**src/ppp_pkg.sv**
```systemverilog
package ppp_pkg;
  // Data path
  localparam int DATA_W            = 8;
  localparam int CTRL_OUT_W        = 4;
  localparam int CTRL_IN_W         = 8;
  localparam int FIFO_DEPTH        = 8;
  // Control output latch bit positions
  localparam int CO_STROBE_BIT     = 0;
  localparam int CO_INIT_BIT       = 1;
  localparam int CO_AUTO_LF_BIT    = 2;
  localparam int CO_SELECT_BIT     = 3;
  // Control input buffer bit positions
  localparam int CI_ACK_BIT        = 0;
  localparam int CI_BUSY_BIT       = 1;
  localparam int CI_ONLINE_BIT     = 2;
  localparam int CI_FAULT_BIT      = 3;
  localparam int CI_PAPER_BIT      = 4;
  // Reset values
  localparam logic [3:0] CTRL_OUT_RESET = 4'h0;
  // Timing (100 MHz clock)
  localparam int CLK_PERIOD_NS     = 10;
  localparam int SETUP_NS          = 1000;   // data stable before strobe
  localparam int STROBE_NS         = 1000;   // strobe low width
  localparam int INIT_NS           = 50000;  // power-up initialize pulse
  localparam int SETUP_CYC         = (SETUP_NS + CLK_PERIOD_NS - 1) / CLK_PERIOD_NS;
  localparam int STROBE_CYC        = (STROBE_NS + CLK_PERIOD_NS - 1) / CLK_PERIOD_NS;
  localparam int INIT_CYC          = (INIT_NS + CLK_PERIOD_NS - 1) / CLK_PERIOD_NS;
  localparam int CNT_W             = 16;
  // Handshake sequencer states
  typedef enum logic [5:0] {
    ST_INIT   = 6'b00_0001,
    ST_IDLE   = 6'b00_0010,
    ST_SETUP  = 6'b00_0100,
    ST_STROBE = 6'b00_1000,
    ST_WAIT   = 6'b01_0000,
    ST_INPUT  = 6'b10_0000
  } ppp_state_type;
endpackage

```
**src/ppp_fifo.sv**
```systemverilog
`timescale 1ns/1ps
`default_nettype none
module ppp_fifo #(
  parameter int WIDTH = 8,
  parameter int DEPTH = 8
) (
  input  wire logic             clk,
  input  wire logic             rst_n,
  input  wire logic [WIDTH-1:0] in_data,
  input  wire logic             in_valid,
  output var  logic             in_ready,
  output var  logic [WIDTH-1:0] out_data,
  output var  logic             out_valid,
  input  wire logic             out_ready
);
  localparam int AW = $clog2(DEPTH);

  typedef struct packed {
    logic [AW-1:0] wr_ptr;
    logic [AW-1:0] rd_ptr;
    logic [AW:0]   count;
  } ppp_fifo_state_type;

  ppp_fifo_state_type st;
  ppp_fifo_state_type next_st;
  logic [WIDTH-1:0]   mem [DEPTH];
  logic               push;
  logic               pop;

  assign in_ready  = (st.count != (AW+1)'(DEPTH));
  assign out_valid = (st.count != '0);
  assign out_data  = mem[st.rd_ptr];
  assign push      = in_valid && in_ready;
  assign pop       = out_valid && out_ready;

  always_comb
  begin
    next_st = st;
    if (push)
    begin
      next_st.wr_ptr = (st.wr_ptr == AW'(DEPTH - 1)) ? '0 : st.wr_ptr + 1'b1;
    end
    if (pop)
    begin
      next_st.rd_ptr = (st.rd_ptr == AW'(DEPTH - 1)) ? '0 : st.rd_ptr + 1'b1;
    end
    if (push && !pop)
    begin
      next_st.count = st.count + 1'b1;
    end
    else if (pop && !push)
    begin
      next_st.count = st.count - 1'b1;
    end
    if (!rst_n)
    begin
      next_st = '0;
    end
  end

  always_ff @(posedge clk)
  begin
    st <= next_st;
    if (push)
    begin
      mem[st.wr_ptr] <= in_data;
    end
  end
endmodule
`default_nettype wire

```
**src/ppp_port.sv**
```systemverilog
// Functional notes
// - The port has an 8-bit data output latch, 8-bit data input buffer, 4-bit control output and 8-bit control input.
// - Two direction bits choose whether the data lines are driven or sampled and whether the control lines are driven or released.
// - Data lines drive outgoing bytes normally and are sampled as eight inputs when set to input.
// - Transfers are half duplex, never both directions at once.
// - An active-low strobe marks valid stable data, its falling edge being the reference.
// - The active-low acknowledge from the peripheral ends the current transfer.
// - Busy is active high and reads as asserted when nothing is connected.
// - The active-low initialize output pulses exactly once after power-up.
// - An active-low select-request output is provided to bring the peripheral on-line.
// - The active-high on-line status line is sampled so on-line state can be seen.
// - An interrupt output signals port events to the processor.
// - The port can move bytes at up to 160 kbytes per second.
// - Early boards present input data bit-reversed; corrected boards present it straight.
`timescale 1ns/1ps
`default_nettype none
module ppp_port
  import ppp_pkg::*;
#(
  parameter int INIT_CYCLES   = INIT_CYC,
  parameter bit MIRROR_INPUT  = 1'b0
) (
  input  wire logic                          clk,
  input  wire logic                          rst_n,
  input  wire logic                          data_dir_in,
  input  wire logic                          ctrl_dir_in,
  input  wire logic                          auto_linefeed_req,
  input  wire logic                          select_req,
  input  wire logic [ppp_pkg::DATA_W-1:0]    tx_data,
  input  wire logic                          tx_valid,
  output logic                               tx_ready,
  output logic [ppp_pkg::DATA_W-1:0]         rx_data,
  output logic                               rx_valid,
  input  wire logic                          rx_take,
  output logic [ppp_pkg::CTRL_IN_W-1:0]      ctrl_status,
  output logic                               irq,
  output logic                               link_idle,
  input  wire logic [ppp_pkg::DATA_W-1:0]    pd_in,
  output logic [ppp_pkg::DATA_W-1:0]         pd_out,
  output logic                               pd_oe,
  output logic [ppp_pkg::CTRL_OUT_W-1:0]     pc_oe,
  output logic                               strobe_n,
  output logic                               init_n,
  output logic                               auto_linefeed_n,
  output logic                               select_request_n,
  input  wire logic                          ack_n,
  input  wire logic                          busy,
  input  wire logic                          online_status,
  input  wire logic                          fault_n,
  input  wire logic                          paper_out
);
  import ppp_pkg::*;

  typedef struct packed {
    ppp_state_type           state;
    logic [CNT_W-1:0]        cnt;
    logic [DATA_W-1:0]       data_lat;
    logic                    data_oe;
    logic                    strobe;
    logic                    init;
    logic                    auto_lf;
    logic                    sel;
    logic [CTRL_OUT_W-1:0]   ctrl_oe;
    logic [DATA_W-1:0]       rx_buf;
    logic                    rx_full;
    logic                    irq;
    logic [DATA_W-1:0]       d_sync1;
    logic [DATA_W-1:0]       d_sync2;
    logic [4:0]              c_sync1;
    logic [4:0]              c_sync2;
    logic                    ack_prev;
    logic [CTRL_IN_W-1:0]    status;
  } ppp_regs_type;

  ppp_regs_type r;
  ppp_regs_type next_r;

  logic              fifo_valid;
  logic              fifo_take;
  logic [DATA_W-1:0] fifo_data;

  function automatic logic [DATA_W-1:0] mirror(input logic [DATA_W-1:0] d);
    logic [DATA_W-1:0] m;
    m = '0;
    for (int i = 0; i < DATA_W; i++)
    begin
      m[i] = d[DATA_W-1-i];
    end
    return m;
  endfunction

  ppp_fifo #(
    .WIDTH (DATA_W),
    .DEPTH (FIFO_DEPTH)
  ) u_fifo (
    .clk       (clk),
    .rst_n     (rst_n),
    .in_data   (tx_data),
    .in_valid  (tx_valid),
    .in_ready  (tx_ready),
    .out_data  (fifo_data),
    .out_valid (fifo_valid),
    .out_ready (fifo_take)
  );

  // Synchronised peripheral inputs
  logic ack_s;
  logic busy_s;
  logic online_s;
  logic fault_s;
  logic paper_s;
  assign {paper_s, fault_s, online_s, busy_s, ack_s} = r.c_sync2;

  assign fifo_take = (r.state == ST_IDLE) && !data_dir_in && !busy_s && fifo_valid;

  always_comb
  begin
    next_r = r;
    next_r.d_sync1  = pd_in;
    next_r.d_sync2  = r.d_sync1;
    next_r.c_sync1  = {paper_out, fault_n, online_status, busy, ack_n};
    next_r.c_sync2  = r.c_sync1;
    next_r.ack_prev = ack_s;
    next_r.irq      = 1'b0;
    next_r.auto_lf  = auto_linefeed_req;
    next_r.sel      = select_req;
    next_r.ctrl_oe  = ctrl_dir_in ? '0 : '1;
    // Status image; an open busy pin must read as busy via the pull-up outside
    next_r.status = '0;
    next_r.status[CI_ACK_BIT]    = !ack_s;
    next_r.status[CI_BUSY_BIT]   = busy_s;
    next_r.status[CI_ONLINE_BIT] = online_s;
    next_r.status[CI_FAULT_BIT]  = !fault_s;
    next_r.status[CI_PAPER_BIT]  = paper_s;
    next_r.status[5]             = r.rx_full;
    next_r.status[6]             = r.state != ST_IDLE;
    next_r.status[7]             = data_dir_in;
    if (rx_take)
    begin
      next_r.rx_full = 1'b0;
    end
    unique case (r.state)
      ST_INIT:
      begin
        // Single initialize pulse after reset
        next_r.init = 1'b1;
        // Compare against the full count so the pin stays low for exactly INIT_CYCLES cycles
        if (r.cnt == CNT_W'(INIT_CYCLES))
        begin
          next_r.init  = 1'b0;
          next_r.cnt   = '0;
          next_r.state = ST_IDLE;
        end
        else
        begin
          next_r.cnt = r.cnt + 1'b1;
        end
      end
      ST_IDLE:
      begin
        next_r.data_oe = !data_dir_in;
        if (data_dir_in)
        begin
          next_r.state = ST_INPUT;
        end
        else if (fifo_take)
        begin
          next_r.data_lat = fifo_data;
          next_r.cnt      = '0;
          next_r.state    = ST_SETUP;
        end
      end
      ST_SETUP:
      begin
        next_r.cnt = r.cnt + 1'b1;
        if (r.cnt == CNT_W'(SETUP_CYC - 1))
        begin
          next_r.strobe = 1'b1;
          next_r.cnt    = '0;
          next_r.state  = ST_STROBE;
        end
      end
      ST_STROBE:
      begin
        next_r.cnt = r.cnt + 1'b1;
        if (r.cnt == CNT_W'(STROBE_CYC - 1))
        begin
          next_r.strobe = 1'b0;
          next_r.state  = ST_WAIT;
        end
      end
      ST_WAIT:
      begin
        // Data stays on the lines until acknowledge closes the cycle
        if (r.ack_prev && !ack_s)
        begin
          next_r.irq   = 1'b1;
          next_r.state = ST_IDLE;
        end
      end
      ST_INPUT:
      begin
        next_r.data_oe = 1'b0;
        if (!data_dir_in)
        begin
          next_r.state = ST_IDLE;
        end
        else if (r.ack_prev && !ack_s && !r.rx_full)
        begin
          next_r.rx_buf  = MIRROR_INPUT ? mirror(r.d_sync2) : r.d_sync2;
          next_r.rx_full = 1'b1;
          next_r.irq     = 1'b1;
        end
      end
      default:
      begin
        next_r.state = ST_IDLE;
      end
    endcase
    if (!rst_n)
    begin
      next_r          = '0;
      next_r.state    = ST_INIT;
      next_r.ctrl_oe  = CTRL_OUT_RESET;
      next_r.ack_prev = 1'b1;
    end
  end

  always_ff @(posedge clk)
  begin
    r <= next_r;
  end

  // Active-low pins come straight from flops
  assign strobe_n         = !r.strobe;
  assign init_n           = !r.init;
  assign auto_linefeed_n  = !r.auto_lf;
  assign select_request_n = !r.sel;
  assign pd_out           = r.data_lat;
  assign pd_oe            = r.data_oe;
  assign pc_oe            = r.ctrl_oe;
  assign rx_data          = r.rx_buf;
  assign rx_valid         = r.rx_full;
  assign ctrl_status      = r.status;
  assign irq              = r.irq;
  // At 100 MHz a byte takes ~2 us plus ack latency, well within 160 kbytes/s
  assign link_idle        = (r.state == ST_IDLE);
endmodule
`default_nettype wire

```
**config.mk**
```make
export PLATFORM = sky130hd
export DESIGN_NAME = ppp_port
export DESIGN_NICKNAME = d
export VERILOG_FILES = /design/src/ppp_pkg.sv /design/src/ppp_fifo.sv /design/src/ppp_port.sv
export SDC_FILE = /design/constraint.sdc
export NUM_CORES = 1
export LEC_CHECK = 0
export BUFFER_PORTS_ARGS = -buffer_cell sky130_fd_sc_hd__buf_2
export CAP_MARGIN = 30
export CORE_MARGIN = 2
export CORE_UTILIZATION = 45
export DETAILED_ROUTE_END_ITERATION = 8
export GPL_ROUTABILITY_DRIVEN = 0
export HOLD_SLACK_MARGIN = 0.1
export PLACE_DENSITY_LB_ADDON = 0.08
export SLEW_MARGIN = 20
export SYNTH_ARGS = -nofsm -noshare
export SYNTH_HDL_FRONTEND = slang
export SYNTH_SLANG_ARGS = --single-unit
```
**constraint.sdc**
```tcl
create_clock -name clk -period 8.2 [get_ports clk]
set_clock_uncertainty 0.05 [all_clocks]
set_input_delay 1.23 -clock clk [delete_from_list [all_inputs] [get_ports clk]]
set_output_delay 1.23 -clock clk [all_outputs]
set_load 0.02 [all_outputs]
```
==> summary.md <==
| Metric | Value |
|---|---|
| Post-synthesis mux area share | `0.0829` |
| Highest ir drop seen on vdd | `0.000150 V` |
| Post-Synthesis Mean Instance Area | `12.3 sq um` |
| H-Tree Level Count | `4` |
| Start point of the worst min-delay path | `fault_s$_SDFF_PN0_` |
| Clock insertion delay at the later pin of the skew report | `around 0.42 ns` |
| Buffers added on ports | `65` |
| Number of synthesized register bits | `158` |
| Predominant post-synthesis flop cell | `sky130_fd_sc_hd__dfxtp_1` |
| CTS tree | `yes` |
| Data required time at the worst endpoint | `~8.5 ns` |
| Effective utilization at floorplan | `0.461` |
| DR DRC count | `0` |
| Via count normalized by instance count | `between 5 and 6` |
| Main combinational cell family by area after synthesis | `simple AND/OR/NAND/NOR gates` |
| Post-CTS setup buffer count | `0` |
| Vias in the first global route | `3750` |
| Area of the core | `between 10000 and 15000 sq um` |
| Commonest cells in the synthesized netlist | `sky130_fd_sc_hd__dfxtp_1, sky130_fd_sc_hd__edfxtp_1, sky130_fd_sc_hd__nor2_1` |
| Hold Fails Final Rpt | `0` |
| Yosys Warn Count | `0` |
| Pin slew with the least headroom to its limit | `between 0.9 and 1 ns` |
| Global Route Usage Sum | `0.172` |
| Sink count of the clock tree | `158` |
| Buffers from clock root to sink, at most | `2` |
| Post-Synthesis Net Count | `~560` |
| Master of the slowest instance on the critical path | `sky130_fd_sc_hd__and3_1` |
| GRT Residual Overflow | `0` |
| Count of cells resized by post-cts repair | `0` |
| Area Overhead vs Synth | `13.6%` |
| DP HPWL | `8.16 mm` |
| Synthesized-area fraction occupied by adder cells | `0.0207` |
| Root buffer cell | `sky130_fd_sc_hd__clkbuf_16` |
| Fmax achieved | `265 MHz` |
| Most repeated cell in the gate-level netlist after synthesis | `sky130_fd_sc_hd__dfxtp_1` |
| Max-capacitance violation count | `0` |
| Synthesized-area fraction occupied by and/or/nand/nor cells | `0.159` |
| Mean routed wirelength per cell | `16.2 um` |
| Area leader, netlist | `sky130_fd_sc_hd__edfxtp_1` |
| CP top delay family | `simple AND/OR/NAND/NOR gates` |
| EDFF count, synth | `64` |
| # setup viols final | `0` |
| Top-area cell type share of the netlist area | `0.300` |
| Post-detailed-route count of antenna-violating nets | `0` |
| Global-route wire length before repair | `about 19 mm` |
| Row cnt | `between 40 and 50` |
| Unique masters post-synth | `58` |
| DR vias | `3895` |
| Total die area | `15200 sq um` |
| Share of the synthesized area in compound gates (AO/OA/AOI/OAI) | `0.0639` |
| Areal power density over the cells | `249 nW/um^2` |
| Horizontal extent of the die | `123 um` |
| Total buffers and inverters traversed by the critical path | `2` |
| Element type at the critical path end | `register` |
| Static leakage | `2.65 nW` |
| Normalized max-slew margin | `0.391` |
| Number of detailed-route iterations in the first pass | `5` |
| Sequential cell area fraction in the yosys report | `0.594` |
| Leading cell types by total area after synthesis | `sky130_fd_sc_hd__edfxtp_1, sky130_fd_sc_hd__dfxtp_1, sky130_fd_sc_hd__mux4_2` |
| Crit share post-route | `0.460` |
| Critical setup path kind | `reg2reg` |
| Pin count of the biggest net entering global routing | `39` |
| Proportion of layout cells with a drive suffix above 1 | `0.250` |
| Arrival time of the worst setup path | `4.07 ns` |
| Number of antenna violations at the first check in global routing | `0` |
| Total CTS buffers | `17` |
| Highest fanout seen on the critical path | `20` |
| Initial DRC Count | `234` |
| Die Ht | `123 um` |
| Register clock-pin slew on the reported worst setup and hold paths | `around 0.060 ns` |
| Startpoint class of the critical path | `register` |
| Final total negative setup slack | `0 ns` |
| Final core occ | `0.523` |
| Cell-by-cell listing of the critical path | `or4_1 -> nor3b_4 -> and3_1 -> inv_2 -> ha_1 -> inv_1 -> ha_1 -> a21o_1 -> a21oi_1 -> xnor2_1 -> or3_1 -> a21oi_1` |
| WL final | `12.3 mm` |
| Max-slew violations | `0` |
| Total I/O pin count | `66` |
| Reg2reg start | `r[80]$_SDFFE_PN0P_` |
| Post-CTS Hold Buffers | `0` |
| Share of the synthesized netlist area taken by xor and xnor gates | `0.0192` |
| Diodes inserted | `0` |
| Net count, final | `between 600 and 700` |
| Minimum clock period | `3.77 ns` |
| Hold Path Class | `reg2reg` |
| Launching element of the worst setup path | `r[80]$_SDFFE_PN0P_` |
| Mapped cell area | `6400 sq um` |
| Outcome | `finished, final reports clean` |
| Post-Syn Instances | `519` |
| Async set-reset flop share out of synthesis | `0` |
| Unrepaired setup endpoints after global routing | `no` |
| Longest individual stage delay on the worst path | `0.66 ns` |
## sequential cells by signal, summed over array words and instances (netlist names), named ones only
register     cells
busy_s           1
ack_s            1
r               48
paper_s          1
pd_out           8
rx_valid         1
u_fifo.mem      64
ctrl_status      8
online_s         1
pd_oe            1
rx_data          8
pc_oe            1
irq              1
fault_s          1
u_fifo.st       10
## cells by family after synthesis
group                      count (synthesis)
muxes                                     33
buffers and inverters                     66
and+or+nand+nor                          183
adders and majority gates                 10
DFF                                      158
AOI/OAI and AO/OA                         55
xor gates and xnor gates                  14
## final cells by class
type / instances / area [sq um]
fill: 1192 / 6620
sequential: 158 / 3800
multi-input combinational: 295 / 2230
clock buffer: 23 / 470
timing repair buffer: 72 / 382
tap: 180 / 225
clock inverter: 9 / 85.1
inverter: 18 / 67.6
## worst register-to-register path: stages (launching register included)
cell	delay (ns)
sky130_fd_sc_hd__dfxtp_1	0.36
sky130_fd_sc_hd__or4_1	0.65
sky130_fd_sc_hd__nor3b_4	0.35
sky130_fd_sc_hd__and3_1	0.66
sky130_fd_sc_hd__inv_2	0.14
sky130_fd_sc_hd__ha_1	0.26
sky130_fd_sc_hd__inv_1	0.11
sky130_fd_sc_hd__ha_1	0.25
sky130_fd_sc_hd__a21o_1	0.18
sky130_fd_sc_hd__a21oi_1	0.17
sky130_fd_sc_hd__xnor2_1	0.09
sky130_fd_sc_hd__or3_1	0.30
sky130_fd_sc_hd__a21oi_1	0.13
## layer usage
metal / up-vias / share of wire / global-route usage
li1: 1931 / - / -
met1: 1884 / 0.44 / 0.210
met2: 68 / 0.51 / 0.291
met3: 12 / 0.037 / 0.0415
met4: 0 / 0.014 / 0.0753
met5: - / 0 / 0
## placed cells by master (no fill, tap or decap), types with 5 or more instances in the layout
master | synthesis | layout
sky130_fd_sc_hd__nand4_1 | 7 | 7
sky130_fd_sc_hd__nand3_1 | 7 | 7
sky130_fd_sc_hd__buf_4 | 29 | 6
sky130_fd_sc_hd__nor2_2 | 10 | 10
sky130_fd_sc_hd__ha_1 | 9 | 9
sky130_fd_sc_hd__nor3_1 | 11 | 7
sky130_fd_sc_hd__nor2_1 | 42 | 42
sky130_fd_sc_hd__mux4_2 | 16 | 16
sky130_fd_sc_hd__o21ai_0 | 7 | 7
sky130_fd_sc_hd__buf_2 | 3 | 65
sky130_fd_sc_hd__edfxtp_1 | 64 | 64
sky130_fd_sc_hd__nor4_1 | 9 | 9
sky130_fd_sc_hd__clkbuf_16 | 0 | 17
sky130_fd_sc_hd__a21oi_1 | 20 | 20
sky130_fd_sc_hd__and2_1 | 33 | 33
sky130_fd_sc_hd__inv_1 | 17 | 17
sky130_fd_sc_hd__or4_1 | 5 | 5
sky130_fd_sc_hd__dfxtp_1 | 94 | 94
sky130_fd_sc_hd__mux2i_1 | 17 | 17
sky130_fd_sc_hd__a211oi_1 | 10 | 10
sky130_fd_sc_hd__xnor2_1 | 10 | 10
sky130_fd_sc_hd__or3_1 | 7 | 7
sky130_fd_sc_hd__nand2_1 | 25 | 25
## final timing paths
path,depth (start not counted),end,slack (ns)
setup reg to reg,12,u_fifo.st[3]$_SDFFE_PN0P_,4.43
hold / removal,1,ctrl_status[3]$_SDFF_PN0_,0.34
setup / recovery,12,u_fifo.st[3]$_SDFFE_PN0P_,4.43
hold reg to reg,1,ctrl_status[3]$_SDFF_PN0_,0.34
## per-stage QoR
| step | setup slack [ns] | cell area [sq um] | std cells | power [mW] | hold slack, ns |
|---|---|---|---|---|---|
| 6_report | 4.43 | 7270 | 755 | 1.81 | 0.336 |
| 5_1_grt | 4.08 | 7270 | 755 | 1.89 | 0.372 |
| 4_1_cts | 4.42 | 7260 | 754 | 1.83 | 0.340 |
| 3_5_place_dp | 4.37 | 6700 | 722 | 1.09 | 0.331 |
| 3_3_place_gp | 4.45 | 6680 | 720 | 1.08 | 0.322 |
| 2_1_floorplan | 5.07 | 6400 | 519 | 1.03 | 0.318 |
## where the power goes
part           total, mW  switching [mW]  internal (mW)
clock              0.738           0.302          0.436
sequential         0.884          0.0280          0.856
combinational      0.190           0.111         0.0790
total               1.81           0.440           1.37
(Power assumes the default switching activity.)
